<file path="src/logic/ggrc_pkg.sv">
// Constants, types and register map of the gain guard and ripple calibration sequencer
// Summary of operation
// - Either input amplifier swinging too far sets input_clip_flag.
// - Input clipping held over 200 us restores default gain and sets gain_reset_flag.
// - gain_reset_disable blocks that automatic gain restore.
// - Output scaling picks 1, 1.25 or 1.375 V/V via output_scale_select bits.
// - Power-up and soft reset return output scaling to unity.
// - Output stage saturating to either rail sets output_clip_flag.
// - Either high-voltage supply below 8 V sets hv_supply_low_flag.
// - Calibration starts by itself at power-on, after supply fault, after soft reset.
// - Those automatic calibrations are always full, whatever the type selection.
// - During calibration the four input switches open, both test switches close.
// - After calibration every overridden switch returns to its mux setting, which a soft reset clears to the reset state.
// - Scheduled and triggered calibrations use the cal_type_select choice.
// - Full calibration steps through each amplifier in turn, about 85 ms.
// - Quick calibration handles all amplifiers at once, about 8 ms.
// - With defaults, only power-up, fault and reset calibrations happen.
// - A nonzero cal_schedule_rate repeats the selected calibration periodically.
// - Writing cal_trigger starts one calibration of the selected type.
// - Four-bit input_gain_code holds twelve steps and is restored by clip recovery.
// - With cal_busy_pin_enable and pin 2 an output, pin 2 shows calibration busy.
package ggrc_pkg;
    // Clock and timing
    localparam int CLK_MHZ       = 200;
    localparam int CLIP_TIME_US  = 200;
    localparam int FULL_CAL_MS   = 85;
    localparam int QUICK_CAL_MS  = 8;
    localparam int CLIP_CYC      = CLIP_TIME_US * CLK_MHZ;
    localparam int MS_CYC        = 1000 * CLK_MHZ;
    localparam int N_AMP         = 9;
    localparam int STEP_CYC      = (FULL_CAL_MS * MS_CYC) / N_AMP;
    localparam int QUICK_CYC     = QUICK_CAL_MS * MS_CYC;
    // Register byte offsets
    localparam logic [7:0] ADDR_CTRL   = 8'h00;
    localparam logic [7:0] ADDR_GAIN   = 8'h04;
    localparam logic [7:0] ADDR_MUX    = 8'h08;
    localparam logic [7:0] ADDR_STATUS = 8'h0c;
    localparam logic [7:0] ADDR_SCHED  = 8'h10;
    // Control fields
    localparam int CTRL_GRD   = 0;
    localparam int CTRL_QUICK = 1;
    localparam int CTRL_BUSY  = 2;
    localparam int CTRL_DIR2  = 3;
    localparam int CTRL_TRIG  = 4;
    localparam int CTRL_SRST  = 5;
    localparam logic [4:0] CTRL_RST = 5'h00;
    // Gain fields and defaults
    localparam int GAIN_SCL_LSB = 4;
    localparam logic [3:0] GAIN_CODE_DEF = 4'h0;
    localparam logic [3:0] GAIN_CODE_MAX = 4'hb;
    localparam logic [1:0] SCALE_UNITY   = 2'h0;
    localparam logic [1:0] SCALE_BAD     = 2'h3;
    // Status bits: 0 in clip, 1 gain reset, 2 out clip, 3 hv low
    localparam int ST_FLAGS = 4;
    // Schedule periods in ms, index is the rate code, 0 is off
    localparam logic [31:0] SCHED_MS [8] = '{32'h0, 32'h3e8, 32'h2710, 32'hea60,
        32'h493e0, 32'h36ee80, 32'h1499700, 32'h5265c00};
    typedef struct packed {
        logic a1;
        logic a2;
        logic b1;
        logic b2;
        logic c1;
        logic c2;
    } ggrc_sw_s;
    localparam ggrc_sw_s SW_RST = '{default: 1'b0};
    localparam ggrc_sw_s SW_CAL = '{a1: 1'b0, a2: 1'b0, b1: 1'b0, b2: 1'b0,
                                    c1: 1'b1, c2: 1'b1};
    typedef struct packed {
        logic in_clip;
        logic out_clip;
        logic hv_low;
    } ggrc_mon_s;
    typedef enum logic [1:0] {CAL_IDLE, CAL_FULL, CAL_QUICK} ggrc_cal_e;
endpackage

</file>
<file path="src/logic/ggrc_sync.sv">
// Two-flop synchroniser for pin inputs
`timescale 1ns/1ps
module ggrc_sync #(
    parameter int W = 1
) (
    input  wire logic         clk_i,  // Clock
    input  wire logic         rst_i,  // Synchronous reset
    input  wire logic [W-1:0] d_i,    // Asynchronous input
    output logic      [W-1:0] q_o     // Synchronised output
);
    logic [W-1:0] meta_q;

    // First stage read only by the second
    always_ff @(posedge clk_i) begin
        if (rst_i) begin
            meta_q <= '0;
            q_o    <= '0;
        end else begin
            meta_q <= d_i;
            q_o    <= meta_q;
        end
    end
endmodule

</file>
<file path="src/logic/ggrc_timer.sv">
// Cycle timer that pulses when a run of limit cycles completes
`timescale 1ns/1ps
module ggrc_timer #(
    parameter int W = 32
) (
    input  wire logic         clk_i,    // Clock
    input  wire logic         rst_i,    // Synchronous reset
    input  wire logic         run_i,    // Count while high, clear when low
    input  wire logic [W-1:0] limit_i,  // Cycles per period
    output logic              done_o    // Last cycle of each period
);
    logic [W-1:0] cnt_q;

    initial begin
        if (W < 2) $error("timer too narrow");
    end

    assign done_o = run_i && (cnt_q == limit_i - W'(1));

    // Wraps after each period so it can repeat
    always_ff @(posedge clk_i) begin
        if (rst_i || !run_i || done_o) begin
            cnt_q <= '0;
        end else begin
            cnt_q <= cnt_q + W'(1);
        end
    end
endmodule

</file>
<file path="src/logic/ggrc_top.sv">
// Gain guard and ripple calibration sequencer with Wishbone register slave
`timescale 1ns/1ps
module ggrc_top
    import ggrc_pkg::*;
#(
    parameter int CLIP_CYCLES  = CLIP_CYC,   // Clip persistence time
    parameter int STEP_CYCLES  = STEP_CYC,   // Full calibration, per amplifier
    parameter int QUICK_CYCLES = QUICK_CYC,  // Quick calibration length
    parameter int MS_CYCLES    = MS_CYC      // Schedule tick
) (
    input  wire logic        clk_i,                   // 200 MHz clock
    input  wire logic        rst_i,                   // Power-up reset
    input  wire logic [7:0]  wb_adr_i,                // Byte address
    input  wire logic [31:0] wb_dat_i,                // Write data
    input  wire logic [3:0]  wb_sel_i,                // Byte enables
    input  wire logic        wb_we_i,                 // Write
    input  wire logic        wb_cyc_i,                // Cycle
    input  wire logic        wb_stb_i,                // Strobe
    output logic      [31:0] wb_dat_o,                // Read data
    output logic             wb_ack_o,                // Acknowledge
    input  wire logic        in_clip_a_i,             // Input amp A swing fault
    input  wire logic        in_clip_b_i,             // Input amp B swing fault
    input  wire logic        out_clip_pos_i,          // Output at upper rail
    input  wire logic        out_clip_neg_i,          // Output at lower rail
    input  wire logic        hv_low_pos_i,            // Positive HV supply under 8 V
    input  wire logic        hv_low_neg_i,            // Negative HV supply under 8 V
    output ggrc_pkg::ggrc_sw_s sw_o,                  // Input and test switch controls
    output logic      [3:0]  input_gain_code_o,       // Input gain step
    output logic             output_scale_select_lo_o, // 1.25 V/V scaling
    output logic             output_scale_select_hi_o, // 1.375 V/V scaling
    output logic             cal_busy_o,              // Calibration running
    output logic             cal_full_o,              // Running calibration is full
    output logic      [3:0]  cal_amp_o,               // Amplifier under calibration
    output logic             gpio2_o,                 // Pin 2 data
    output logic             gpio2_oe_o               // Pin 2 drive enable
);
    import ggrc_pkg::*;

    initial begin
        if (CLIP_CYCLES < 1 || STEP_CYCLES < 2 || QUICK_CYCLES < 2 || MS_CYCLES < 2)
            $error("timing parameters too small");
    end

    logic [4:0]  ctrl_q;
    logic [3:0]  gain_code_q;
    logic [1:0]  scale_q;
    ggrc_sw_s    mux_q;
    logic [2:0]  rate_q;
    logic [ST_FLAGS-1:0] flag_q;
    logic        soft_q;
    logic        full_pend_q;
    logic        sched_pend_q;
    logic        hv_prev_q;
    ggrc_cal_e   state_q;
    logic [3:0]  amp_q;
    logic [31:0] ms_cnt_q;
    logic [5:0]  raw_pins;
    logic [5:0]  pins;
    ggrc_mon_s   mon;
    logic        clip_done;
    logic        cal_tick;
    logic        ms_tick;
    logic        bus_req;
    logic        wr_en;
    logic        clr_all;
    logic        start;
    logic        cal_end;
    logic [31:0] cal_limit;
    logic [31:0] rd_data;

    // Pin inputs through two flops
    assign raw_pins = {in_clip_a_i, in_clip_b_i, out_clip_pos_i, out_clip_neg_i,
                       hv_low_pos_i, hv_low_neg_i};
    ggrc_sync #(.W(6)) u_sync (
        .clk_i (clk_i),
        .rst_i (rst_i),
        .d_i   (raw_pins),
        .q_o   (pins)
    );
    assign mon.in_clip  = pins[5] | pins[4];
    assign mon.out_clip = pins[3] | pins[2];
    assign mon.hv_low   = pins[1] | pins[0];

    // Clip persistence, fires strictly after the limit
    ggrc_timer #(.W(32)) u_clip_tmr (
        .clk_i   (clk_i),
        .rst_i   (rst_i),
        .run_i   (mon.in_clip),
        .limit_i (32'(CLIP_CYCLES + 1)),
        .done_o  (clip_done)
    );

    // Calibration phase timer
    assign cal_limit = (state_q == CAL_FULL) ? 32'(STEP_CYCLES) : 32'(QUICK_CYCLES);
    ggrc_timer #(.W(32)) u_cal_tmr (
        .clk_i   (clk_i),
        .rst_i   (rst_i),
        .run_i   (state_q != CAL_IDLE),
        .limit_i (cal_limit),
        .done_o  (cal_tick)
    );

    // Millisecond tick for the schedule
    ggrc_timer #(.W(32)) u_ms_tmr (
        .clk_i   (clk_i),
        .rst_i   (rst_i),
        .run_i   (rate_q != 3'h0),
        .limit_i (32'(MS_CYCLES)),
        .done_o  (ms_tick)
    );

    // Wishbone decode, one access per ack
    assign bus_req = wb_cyc_i && wb_stb_i && !wb_ack_o;
    assign wr_en   = bus_req && wb_we_i && wb_sel_i[0];
    assign clr_all = rst_i || soft_q;

    // Read mux, unmapped reads zero
    always_comb begin
        rd_data = 32'h0;
        case (wb_adr_i)
            ADDR_CTRL:   rd_data = {27'h0, ctrl_q};
            ADDR_GAIN:   rd_data = {26'h0, scale_q, gain_code_q};
            ADDR_MUX:    rd_data = {26'h0, mux_q};
            ADDR_STATUS: rd_data = {23'h0, mon, state_q == CAL_FULL,
                                    state_q != CAL_IDLE, flag_q};
            ADDR_SCHED:  rd_data = {29'h0, rate_q};
            default:     rd_data = 32'h0;
        endcase
    end

    // Bus answer one cycle after the request
    always_ff @(posedge clk_i) begin
        if (rst_i) begin
            wb_ack_o <= 1'b0;
            wb_dat_o <= 32'h0;
        end else begin
            wb_ack_o <= bus_req;
            wb_dat_o <= bus_req ? rd_data : 32'h0;
        end
    end

    // Soft reset pulse
    always_ff @(posedge clk_i) begin
        if (clr_all) begin
            soft_q <= 1'b0;
        end else begin
            soft_q <= wr_en && wb_adr_i == ADDR_CTRL && wb_dat_i[CTRL_SRST];
        end
    end

    // Control register, trigger self-clears at start
    always_ff @(posedge clk_i) begin
        if (clr_all) begin
            ctrl_q <= CTRL_RST;
        end else if (wr_en && wb_adr_i == ADDR_CTRL) begin
            ctrl_q <= wb_dat_i[4:0];
        end else if (start && !full_pend_q) begin
            ctrl_q[CTRL_TRIG] <= 1'b0;
        end
    end

    // Gain register with clip recovery
    always_ff @(posedge clk_i) begin
        if (clr_all) begin
            gain_code_q <= GAIN_CODE_DEF;
            scale_q     <= SCALE_UNITY;
        end else if (clip_done && !ctrl_q[CTRL_GRD]) begin
            gain_code_q <= GAIN_CODE_DEF;
            scale_q     <= SCALE_UNITY;
        end else if (wr_en && wb_adr_i == ADDR_GAIN) begin
            if (wb_dat_i[3:0] <= GAIN_CODE_MAX)
                gain_code_q <= wb_dat_i[3:0];
            if (wb_dat_i[GAIN_SCL_LSB+:2] != SCALE_BAD)
                scale_q <= wb_dat_i[GAIN_SCL_LSB+:2];
        end
    end

    // Switch setting, frozen while a calibration owns the switches
    always_ff @(posedge clk_i) begin
        if (clr_all) begin
            mux_q <= SW_RST;
        end else if (wr_en && wb_adr_i == ADDR_MUX && state_q == CAL_IDLE) begin
            mux_q <= wb_dat_i[5:0];
        end
    end

    // Schedule rate
    always_ff @(posedge clk_i) begin
        if (clr_all) begin
            rate_q <= 3'h0;
        end else if (wr_en && wb_adr_i == ADDR_SCHED) begin
            rate_q <= wb_dat_i[2:0];
        end
    end

    // Sticky flags, hardware set wins over write-one clear
    always_ff @(posedge clk_i) begin
        if (clr_all) begin
            flag_q <= '0;
        end else begin
            flag_q <= (flag_q & ~((wr_en && wb_adr_i == ADDR_STATUS) ?
                                  wb_dat_i[ST_FLAGS-1:0] : 4'h0))
                    | {mon.hv_low,
                       mon.out_clip,
                       clip_done && !ctrl_q[CTRL_GRD],
                       mon.in_clip};
        end
    end

    // Schedule counter in milliseconds
    always_ff @(posedge clk_i) begin
        if (clr_all || rate_q == 3'h0) begin
            ms_cnt_q     <= 32'h0;
            sched_pend_q <= 1'b0;
        end else begin
            if (ms_tick) begin
                ms_cnt_q <= (ms_cnt_q == SCHED_MS[rate_q] - 32'h1) ? 32'h0
                                                                  : ms_cnt_q + 32'h1;
            end
            if (ms_tick && ms_cnt_q == SCHED_MS[rate_q] - 32'h1) begin
                sched_pend_q <= 1'b1;
            end else if (start && !full_pend_q) begin
                sched_pend_q <= 1'b0;
            end
        end
    end

    // Full calibration request from reset, soft reset or supply fault
    always_ff @(posedge clk_i) begin
        if (rst_i) begin
            full_pend_q <= 1'b1;
            hv_prev_q   <= 1'b0;
        end else begin
            hv_prev_q <= mon.hv_low;
            if (soft_q || (mon.hv_low && !hv_prev_q)) begin
                full_pend_q <= 1'b1;
            end else if (start) begin
                full_pend_q <= 1'b0;
            end
        end
    end

    // Start once idle, waiting out a supply fault
    assign start = state_q == CAL_IDLE && !mon.hv_low && !soft_q
                && (full_pend_q || ctrl_q[CTRL_TRIG] || sched_pend_q);
    assign cal_end = cal_tick
                  && (state_q == CAL_QUICK || amp_q == 4'(N_AMP - 1));

    // Calibration sequencer
    always_ff @(posedge clk_i) begin
        if (rst_i) begin
            state_q <= CAL_IDLE;
            amp_q   <= 4'h0;
        end else begin
            case (state_q)
                CAL_IDLE: begin
                    amp_q <= 4'h0;
                    if (start && (full_pend_q || !ctrl_q[CTRL_QUICK]))
                        state_q <= CAL_FULL;
                    else if (start)
                        state_q <= CAL_QUICK;
                end
                CAL_FULL: begin
                    if (cal_end)
                        state_q <= CAL_IDLE;
                    else if (cal_tick)
                        amp_q <= amp_q + 4'h1;
                end
                CAL_QUICK: begin
                    if (cal_end)
                        state_q <= CAL_IDLE;
                end
                default: state_q <= CAL_IDLE;
            endcase
        end
    end

    // Registered outputs toward the analog side
    always_ff @(posedge clk_i) begin
        if (rst_i) begin
            sw_o                     <= SW_RST;
            input_gain_code_o        <= GAIN_CODE_DEF;
            output_scale_select_lo_o <= 1'b0;
            output_scale_select_hi_o <= 1'b0;
            cal_busy_o               <= 1'b0;
            cal_full_o               <= 1'b0;
            cal_amp_o                <= 4'h0;
        end else begin
            sw_o <= (state_q != CAL_IDLE) ? SW_CAL : mux_q;
            input_gain_code_o        <= gain_code_q;
            output_scale_select_lo_o <= scale_q[0];
            output_scale_select_hi_o <= scale_q[1];
            cal_busy_o               <= state_q != CAL_IDLE;
            cal_full_o               <= state_q == CAL_FULL;
            cal_amp_o <= (state_q == CAL_QUICK) ? 4'hf : amp_q;
        end
    end

    // Pin 2 as calibration busy output
    always_ff @(posedge clk_i) begin
        if (rst_i) begin
            gpio2_o    <= 1'b0;
            gpio2_oe_o <= 1'b0;
        end else begin
            gpio2_oe_o <= ctrl_q[CTRL_DIR2];
            gpio2_o    <= ctrl_q[CTRL_DIR2] && ctrl_q[CTRL_BUSY]
                       && state_q != CAL_IDLE;
        end
    end
endmodule

</file>
<file path="config.mk">
export PLATFORM = sky130hd
export DESIGN_NAME = ggrc_top
export DESIGN_NICKNAME = d
export VERILOG_FILES = /design/src/logic/ggrc_pkg.sv /design/src/logic/ggrc_sync.sv /design/src/logic/ggrc_timer.sv /design/src/logic/ggrc_top.sv
export SDC_FILE = /design/constraint.sdc
export NUM_CORES = 1
export LEC_CHECK = 0
export BUFFER_PORTS_ARGS = -buffer_cell sky130_fd_sc_hd__buf_2
export CAP_MARGIN = 15
export CORE_ASPECT_RATIO = 0.8
export CORE_UTILIZATION = 45
export DETAILED_ROUTE_END_ITERATION = 7
export GPL_TIMING_DRIVEN = 0
export SYNTH_ARGS = -nofsm -noshare
export SYNTH_HDL_FRONTEND = slang
export SYNTH_SLANG_ARGS = --single-unit
</file>
<file path="constraint.sdc">
create_clock -name clk_i -period 7.6 [get_ports clk_i]
set_input_delay 0.76 -clock clk_i [delete_from_list [all_inputs] [get_ports clk_i]]
set_output_delay 0.76 -clock clk_i [all_outputs]
set_load 0.05 [all_outputs]
</file>
**Yosys cells after proc, flatten, opt, wreduce, memory -nomap -nowiden**

Memories as Yosys holds them, arrays and structs flattened.
Index checks and enable logic that the tools add are counted.

- Eq/ne operators: 16
- Order comparisons: 2
- Bitwise operators: 8
- $add $sub $neg: 7
- Muxes and demuxes: 18
- Reduce and logical (&&, ||, !) cells: 65

Operators with widths:

| cell | count |
|---|---|
| 32-bit by 1-bit adder with 32-bit output (second input constant) | 4 |
| 32-bit two-way mux | 3 |
| 32-bit equality test | 2 |
| 9-bit case mux with 5 select lines | 1 |
| 32-bit by 16-bit equality test with 1-bit output (second input constant) | 1 |
| 32-bit by 18-bit equality test with 1-bit output (second input constant) | 1 |
| 32-bit by 1-bit subtractor with 32-bit output (second input constant) | 1 |
| 1-bit logical AND | 25 |
| 21-bit by 1-bit subtractor with 22-bit output (second input constant) | 1 |
| 19-bit two-way mux | 1 |
| 8-bit by 4-bit equality test with 1-bit output (second input constant) | 2 |
| 4-bit two-way mux | 4 |
| 1-bit logical OR | 13 |
| 1-bit zero test | 10 |
| 2-bit OR reduction | 5 |
| 8-bit by 3-bit equality test with 1-bit output (second input constant) | 1 |
| 8-bit by 5-bit equality test with 1-bit output (second input constant) | 1 |
| 8-bit zero test | 1 |
| 2-bit two-way mux | 4 |
| 4-bit case mux with 2 select lines | 1 |
| 2-bit nonzero test | 4 |
| 2-bit != test (second input constant) | 3 |
| 2-bit AND reduction | 3 |
| 4-bit by 1-bit adder with 4-bit output (second input constant) | 1 |
| other kinds (19) | 23 |

- Memories: 1
- Output and inout bits: 53
- Register bits after elaboration: 227
- Bits in read-only memories: 256
- Logic and storage cells: 157
- Input port bits: 55

Memories:

| name | depth | width | rd ports | clocked after memory_dff | wr ports | RTL line | text |
|---|---|---|---|---|---|---|---|
| (name not given) | 8 | 32 | 1 | 0 | 0 | ggrc_top.sv:220 | `if (ms_tick && ms_cnt_q == SCHED_MS[rate_q] - 32'h1) begin` |

**Depth between registers and ports, before layout**

Gate-level depths: netlist of run 1.

- Depth in word-level cells: 9
- Mapped depth: 16
- Depth with buffers taken out: 12

**Cells and area by module**

A second synthesis of run 1 with hierarchy kept.

- Cell total of the unflattened synthesis: 1648
- Area total of the unflattened synthesis: 13780.7 sq um

Modules (own cells, without submodules):

| module | seq. area each (sq um) | instances | cells an instance | area each (sq um) |
|---|---|---|---|---|
| ggrc_timer | 640.6 | 3 | 327 | 2733.9 |
| ggrc_top | 1921.8 | 1 | 642 | 5212.5 |
| ggrc_sync | 240.2 | 1 | 25 | 366.6 |

**Least setup slack after synthesis of run 1**

Ideal clock, no wire load.

- Kind: register -> register
- From: register rate_q[1]
- To: register ms_cnt_q[10]
- Stages on the path, launching flop included: 14
- Path slack: 4005 ps
- Path buffers: 3
- Library setup time: 141 ps
- Data arrival time: 3454 ps
- Period minus slack after synthesis: 3595 ps
- Data required time: 7459 ps
- Cell sequence: dfxtp_1 clkbuf_1 inv_1 ha_1 clkbuf_1 nand2b_1 ha_1 o2111ai_1 or4_1 a222oi_1 o2111ai_1 nor4_4 buf_6 nor3_2

- Word-level cells in the longest chain between the ends: 7
- Elaborated cells on any way between the ends: 11
- Those cells by class: add/sub: 1; eq/ne: 1; mux: 3; bitwise: 1; reduce/logical: 4; memory: 1

Ends and longest elaborated chain:

| what | RTL line | text |
|---|---|---|
| start, declared | ggrc_top.sv:48 | `logic [2:0] rate_q;` |
| start signal, assigned | ggrc_top.sv:192 | `rate_q <= wb_dat_i[2:0];` |
| 3-bit NOT with 4-bit output (not written as such) | ggrc_top.sv:217 | `ms_cnt_q <= (ms_cnt_q == SCHED_MS[rate_q] - 32'h1) ? 32'h0` |
| memory read 8 x 32 bit | n/a |  |
| 32-bit two-way mux (2 in a row) | n/a |  |
| 32-bit by 1-bit subtractor with 32-bit output | n/a |  |
| 32-bit equality test | n/a |  |
| 32-bit two-way mux | ggrc_top.sv:217 |  |
| end signal, assigned | ggrc_top.sv:217 |  |
| end, declared | ggrc_top.sv:56 | `logic [31:0] ms_cnt_q;` |

Parallel ways exist; a longest one is shown, timed or not. The select of a mux whose other input is x is not followed.
A chain may end at the register's enable or synchronous reset.

**Worst setup path in the final report of run 1**

- From: register rate_q[1]
- To: register ms_cnt_q[7]

The elaborated chain is that of the path after synthesis.

==> results.yml, run 1 <==
run_status:
  status: "completed"
min_path:
  hold_class: "flop to flop"
clock_tree:
  cts_made_buffers: 22
  postCtsSetupBuffers: 0
  cts.clk_slew.worst_paths_ns: 0.06
  cts-root-buf: "clkbuf_16"
  clock_sinks: 204
  clock_latency_ns: 0.50
  cts_resized: 0
  hold_buffers: 0
  htree_num_levels: 1
  clockBufferDepth: 3
  cts_tree: "yes"
timing:
  final.min_clock_period_ns: 4.638
  rsz0062_at_grt: "false"
  setup_ws_ns: 2.962
  max_slew_margin_pct: 23.29
  max_freq_mhz: 215.6
  worst_pin_slew_ns: 1.148
  hold_violations: 0
  drv_slew: 0
  holdWs_ns: 0.4251
  finClkSkew_ns: 0.01592
  setup_viol_count_final: 0
  period_share_pct: 61.03
  setup-tns-final_ns: 0
yosys:
  synth.ff_latch_count: 204
  syn_inst: 1126
  ys_types: 69
  ys.flop_type: "dfxtp_1"
  synthTopCellsByArea: "dfxtp_1 42%, nor2_1 6.6%, xnor2_1 6.3%, xor2_1 5.7%, nand2_1 3.1%"
  yosys_warnings: 0
  synth_seq_area_share_pct: 41.65
  avgSynthCellArea_um2: 8.707
  postSynth.asyncResetShare_pct: 0
  synth_edf_count: 0
  syn-cell-area_um2: 9804
  synth_common_cells: "204 x dfxtp_1, 173 x nor2_1, 82 x nand2_1, 70 x xnor2_1, 64 x xor2_1"
  synth_top_cell_area_share_pct: 41.65
  synth_most_common_cell: "dfxtp_1"
  synth_top_cell_by_area: "dfxtp_1"
pwr:
  p_seq_share_pct: 47.7
  vdd_drop_max_uv: 111.7
  power.switching_uw: 513.8
  pwr-share-comb_pct: 5.1
  power.internal_uw: 1759
  pwr-share-clk_pct: 47.3
  sw_frac_of_total_pct: 22.61
  p_per_area_nw_per_um2: 202.5
  p_total_uw: 2272
  p_leak_uw: 0.004117
final_layout:
  fin_nets: 1300
  final_cells: 1510
  syn_to_final_growth_pct: 14.43
  drive_above_1_share_pct: 12.49
  num_antenna_cells: 0
  fillCellCount: 1991
global_route:
  antenna_found_initial: 2
  grt_use_met1_pct: 30.90
  track_usage_pct: 19.85
  grt_pass1_wl_um: 36300
  first_global_vias: 7107
  top_usage_layer: "met1"
  gr-total-overflow: 0
  grt_max_degree: 14
  gr-usage-met3_pct: 2.951
  use_met2_pct: 28.59
placement:
  dp.cells: 1472
  dpl.hpwl_um: 16080
  post-place-ws_ns: 2.952
  port_buffers: 55
  routabilityCongestion: 0.8466
worst_setup_path:
  max_stage_delay_ns: 0.59
  arrival_ns: 4.99
  cpMaxStageDelayCell: "or4_1"
  required_ns: 7.95
  critical_path.cell_chain: "clkbuf_1, inv_1, ha_1, clkbuf_1, nand2b_1, ha_1, o2111ai_1, or4_1, a222oi_1, o2111ai_1, nor4_4, buf_6, nor3_2"
  endpoint_kind: "flop"
  criticalPathCategory: "flop to flop"
  crit_fanout: 11
  start_kind: "flop"
route:
  wl_per_cell_um: 14.73
  num_vias: 7808
  post-route-drc-count: 0
  drt-initial-drc-count: 519
  drt_pass1_iterations: 5
  drt-total-wl_um: 22240
  viasPerCell: 5.171
  ant_nets: 0
run:
  cap_violations: 0
die:
  die-area_um2: 22390
  core_um2: 20990
  die_width_um: 167.0
  rows: 47
  ios: 108
  start_util_pct: 46.70
  die_h_um: 134.0
layer usage:
layer | vias to the layer above | share of wire [%]
li1 | 4026 | -
met1 | 3587 | 54
met2 | 170 | 40
met3 | 25 | 5.0
met4 | 0 | 1.3
met5 | - | 0
state kept, by name, indices dropped and copies added, names as in the netlist, 2 cells and up:
name and flops:
u_cal_tmr.cnt_q 32, scale_q 2, wb_dat_o 9, u_sync.meta_q 6, mux_q 6, u_ms_tmr.cnt_q 32
flag_q 4, rate_q 3, sw_o 6, state_q 2, gain_code_q 4, u_clip_tmr.cnt_q 32
ctrl_q 5, ms_cnt_q 32, u_sync.q_o 6, cal_amp_o 4, input_gain_code_o 4, amp_q 4
power by group through the flow:
stage          combinational [uW]  sequential (uW)  clock (uW)
2_1_floorplan                76.0             1110           0
3_3_place_gp                  115             1110           0
3_5_place_dp                  115             1110           0
4_1_cts                       116             1080        1100
5_1_grt                       126             1080        1150
6_report                      115             1080        1070
kinds of logic (layout without fill, tap and decap cells):
group                    count (synthesis)  count (layout)  share of synthesized area (%)
AO/OA/AOI/OAI                           83              83                          5.858
XOR/XNOR                               134             134                          11.97
adder cells (fa/ha/maj)                 19              19                          2.399
buffers and inverters                  105             198                          5.309
flip-flops                             204             204                          41.65
multiplexers                            28              28                          3.382
other                                    1              23                        0.03825
AND/OR/NAND/NOR                        552             552                          29.39
final timing paths:
kind | to | cells past startpoint | slack, ns | start
min | u_sync.q_o[2] | 1 | 0.43 | u_sync.meta_q[2]
max reg2reg | ms_cnt_q[7] | 13 | 2.96 | rate_q[1]
min reg2reg | u_sync.q_o[2] | 1 | 0.43 | u_sync.meta_q[2]
max | ms_cnt_q[7] | 13 | 2.96 | rate_q[1]
critical path: cells and delay by family, from the launching register on:
family	cells	cell delay, ns
adder cells (fa/ha/maj)	2	0.44
buffers and inverters	4	1.15
AND/OR/NAND/NOR	4	1.45
AO/OA/AOI/OAI	3	0.90
flip-flops	1	0.55
metrics by stage:
stage / util, % / instance area (um^2)
finish: 53.44 / 11220
detailed placement: 50.01 / 10500
global placement: 50.01 / 10500
floorplan: - / 9887
global route: 53.44 / 11220
CTS: 53.44 / 11220
layout by cell type, fill, tap and decap left out, types with 5 or more instances in the layout:
| cell | Yosys | final |
|---|---|---|
| conb_1 | 1 | 23 |
| nand2_1 | 82 | 82 |
| a211oi_1 | 5 | 5 |
| or4_1 | 6 | 6 |
| nand2b_1 | 10 | 10 |
| xor2_1 | 64 | 64 |
| nor4_1 | 23 | 23 |
| a22oi_1 | 7 | 7 |
| a21oi_1 | 23 | 23 |
| nor3_2 | 20 | 20 |
| buf_4 | 23 | 23 |
| or3_1 | 11 | 11 |
| nand3_1 | 55 | 55 |
| nor2_1 | 173 | 173 |
| xnor2_1 | 70 | 70 |
| nor2b_1 | 28 | 28 |
| inv_1 | 35 | 35 |
| nand4_1 | 30 | 30 |
| and2_1 | 11 | 11 |
| buf_2 | 2 | 57 |
| nor4b_1 | 5 | 5 |
| and4_1 | 7 | 7 |
| dfxtp_1 | 204 | 204 |
| buf_6 | 5 | 5 |
| clkinv_2 | 0 | 5 |
| and3_1 | 32 | 32 |
| ha_1 | 18 | 18 |
| clkbuf_16 | 0 | 23 |
| mux2i_1 | 23 | 23 |
| nor3_1 | 38 | 38 |
| o21ai_0 | 14 | 14 |
| clkbuf_1 | 37 | 42 |
layout make-up:
class / instances / area, um^2 / area share (%)
tap: 269 / 336.6 / 3.000
sequential: 204 / 4084 / 36.40
multi-input combinational: 839 / 5283 / 47.08
clock inverter: 7 / 85.08 / 0.7583
timing repair buffer: 55 / 275.3 / 2.453
buffer: 70 / 389.1 / 3.468
clock buffer: 31 / 635.6 / 5.665
inverter: 35 / 131.4 / 1.171
(Power assumes the default switching activity.)
==> run 2, diff against run 1 <==
Clock period 7.6 ns to 4.3 ns, I/O delays scaled along.
==> run 2 against run 1 <==
Clock skew is 0.00088 ns lower; clock-buffer cell count did not move; utilization grew 0.20 points; die area is the same; power grew 77%; worst setup slack lost 2.7 ns; non-clock buffer count up 2; highest routed layer unchanged.
==> results.yml, run 2 (synthesis gave the netlist of run 1 again) <==
run_status:
  status: "completed"
clock_tree:
  clock_sinks: 204
  cts.clk_slew.worst_paths_ns: 0.06
  cts-root-buf: "clkbuf_16"
  hold_buffers: 0
  cts_made_buffers: 22
  htree_num_levels: 1
  cts_tree: "yes"
  clockBufferDepth: 3
  clock_latency_ns: 0.50
global_route:
  grt_max_degree: 14
  gr-total-overflow: 0
  antenna_found_initial: 2
  first_global_vias: 7109
  track_usage_pct: 19.84
  grt_pass1_wl_um: 36300
worst_setup_path:
  max_stage_delay_ns: 0.59
  critical_path.cell_chain: "clkbuf_4, clkbuf_4, inv_1, ha_1, or4b_1, a211oi_4, o211ai_1, a222oi_1, o2111ai_2, nor4_4, buf_4, buf_6, nor3_2"
  cp-startpoint: "rate_q[0]"
  r2r_slack_ns: 0.24
  required_ns: 4.65
  criticalPathCategory: "flop to flop"
  cpMaxStageDelayCell: "or4b_1"
  r2r_cells: 13
  crit_fanout: 10
  endpoint_kind: "flop"
  arrival_ns: 4.41
  r2r-start: "rate_q[0]"
  critical_path.most_common_cell: "clkbuf_4"
  endpoint: "ms_cnt_q[7]"
  start_kind: "flop"
  r2r_end: "ms_cnt_q[7]"
run:
  cap_violations: 0
route:
  wl_per_cell_um: 14.70
  num_vias: 7803
  drt_pass1_iterations: 6
  drt-total-wl_um: 22220
  viasPerCell: 5.161
  ant_nets: 0
  drt-initial-drc-count: 509
  post-route-drc-count: 0
timing:
  setup_viol_count_final: 0
  max_freq_mhz: 246.6
  holdWs_ns: 0.1504
  worst_pin_slew_ns: 1.146
  rsz0062_at_grt: "false"
  period_share_pct: 94.32
  setup-tns-final_ns: 0
  final.min_clock_period_ns: 4.056
  drv_slew: 0
  max_slew_margin_pct: 23.45
  finClkSkew_ns: 0.01503
  hold_violations: 0
final_layout:
  fin_area_um2: 11260
  final_util_pct: 53.64
  layout_commonest_cell: "dfxtp_1"
  final_cells: 1512
  fillCellCount: 1991
  num_antenna_cells: 0
  mostFrequentLayoutCells: "203 x dfxtp_1, 173 x nor2_1, 82 x nand2_1"
  syn_to_final_growth_pct: 14.87
  drive_above_1_share_pct: 13.11
  fin_nets: 1302
placement:
  dp.cells: 1472
  routabilityCongestion: 0.8466
  dpl.hpwl_um: 16080
  port_buffers: 55
  dpl_cell_area_um2: 10500
die:
  start_util_pct: 46.70
  die_width_um: 167.0
  die-area_um2: 22390
  ios: 108
  core_um2: 20990
  die_h_um: 134.0
  rows: 47
pwr:
  p_per_area_nw_per_um2: 356.7
  p_leak_uw: 0.004144
  vdd_drop_max_uv: 197.5
min_path:
  hold_class: "input port to flop"
## run 2: cell count changes in the layout (fill, tap and decap cells not counted), sizes merged
cell	delta
buf	+1
clkbuf	+1
## run 2: what timing repair did
item                                    in CTS  in global routing
resized for setup                            3                  6
setup buffers                                2                  1
endpoints found under the setup margin      32                 32
pin swaps                                    1                  2
## run 2: cell type report
cell class | instances | area (um^2) | share of cell area (%)
tap | 269 | 336.6 | 2.989
buffer | 69 | 395.4 | 3.511
clock buffer | 31 | 635.6 | 5.644
clock inverter | 7 | 85.08 | 0.7555
timing repair buffer | 58 | 297.8 | 2.644
multi-input combinational | 839 | 5295 | 47.02
inverter | 35 | 131.4 | 1.167
sequential | 204 | 4085 | 36.27
## run 2: worst min path at each step
stage                                  end        startpoint  slack (ns)  depth (start not counted)
final                     u_sync.meta_q[1]      hv_low_pos_i        0.15                          2
after global routing      u_sync.meta_q[0]      hv_low_neg_i        0.16                          2
after CTS                 u_sync.meta_q[1]      hv_low_pos_i        0.13                          2
after detailed placement     u_sync.q_o[3]  u_sync.meta_q[3]        0.43                          1
after global placement       u_sync.q_o[5]  u_sync.meta_q[5]        0.42                          1
after floorplan              u_sync.q_o[0]  u_sync.meta_q[0]        0.41                          1
## run 2: stage by stage
step,total power (uW),setup slack (ns)
after floorplan,2104,0.7049
after global placement,2159,-0.3408
after detailed placement,2160,-0.3481
after CTS,4068,0.1208
after global routing,4176,0.02416
final,4017,0.2444
## run 2: report_power, final
part / leakage (uW) / internal [uW] / total (uW) / switching (uW)
sequential: 0.00165 / 1910 / 1910 / 7.86
clock: 0.000359 / 1140 / 1900 / 753
combinational: 0.00214 / 56.6 / 204 / 148
## run 2: routing by layer
metal | vias to the layer above | track usage, % | share of wire, %
met4 | 0 | 3.961 | 1.3
met3 | 24 | 2.951 | 5.0
li1 | 4020 | - | -
met1 | 3599 | 30.87 | 53
met5 | - | 0 | 0
met2 | 160 | 28.61 | 40
## run 2: critical path: cells and delay by family, from the launching register on
family                     cells  cell delay [ns]
AOI/OAI and AO/OA              4             1.17
adders and majority gates      1             0.41
buffers and inverters          5             0.94
DFF                            1             0.40
and+or+nand+nor                3             0.99
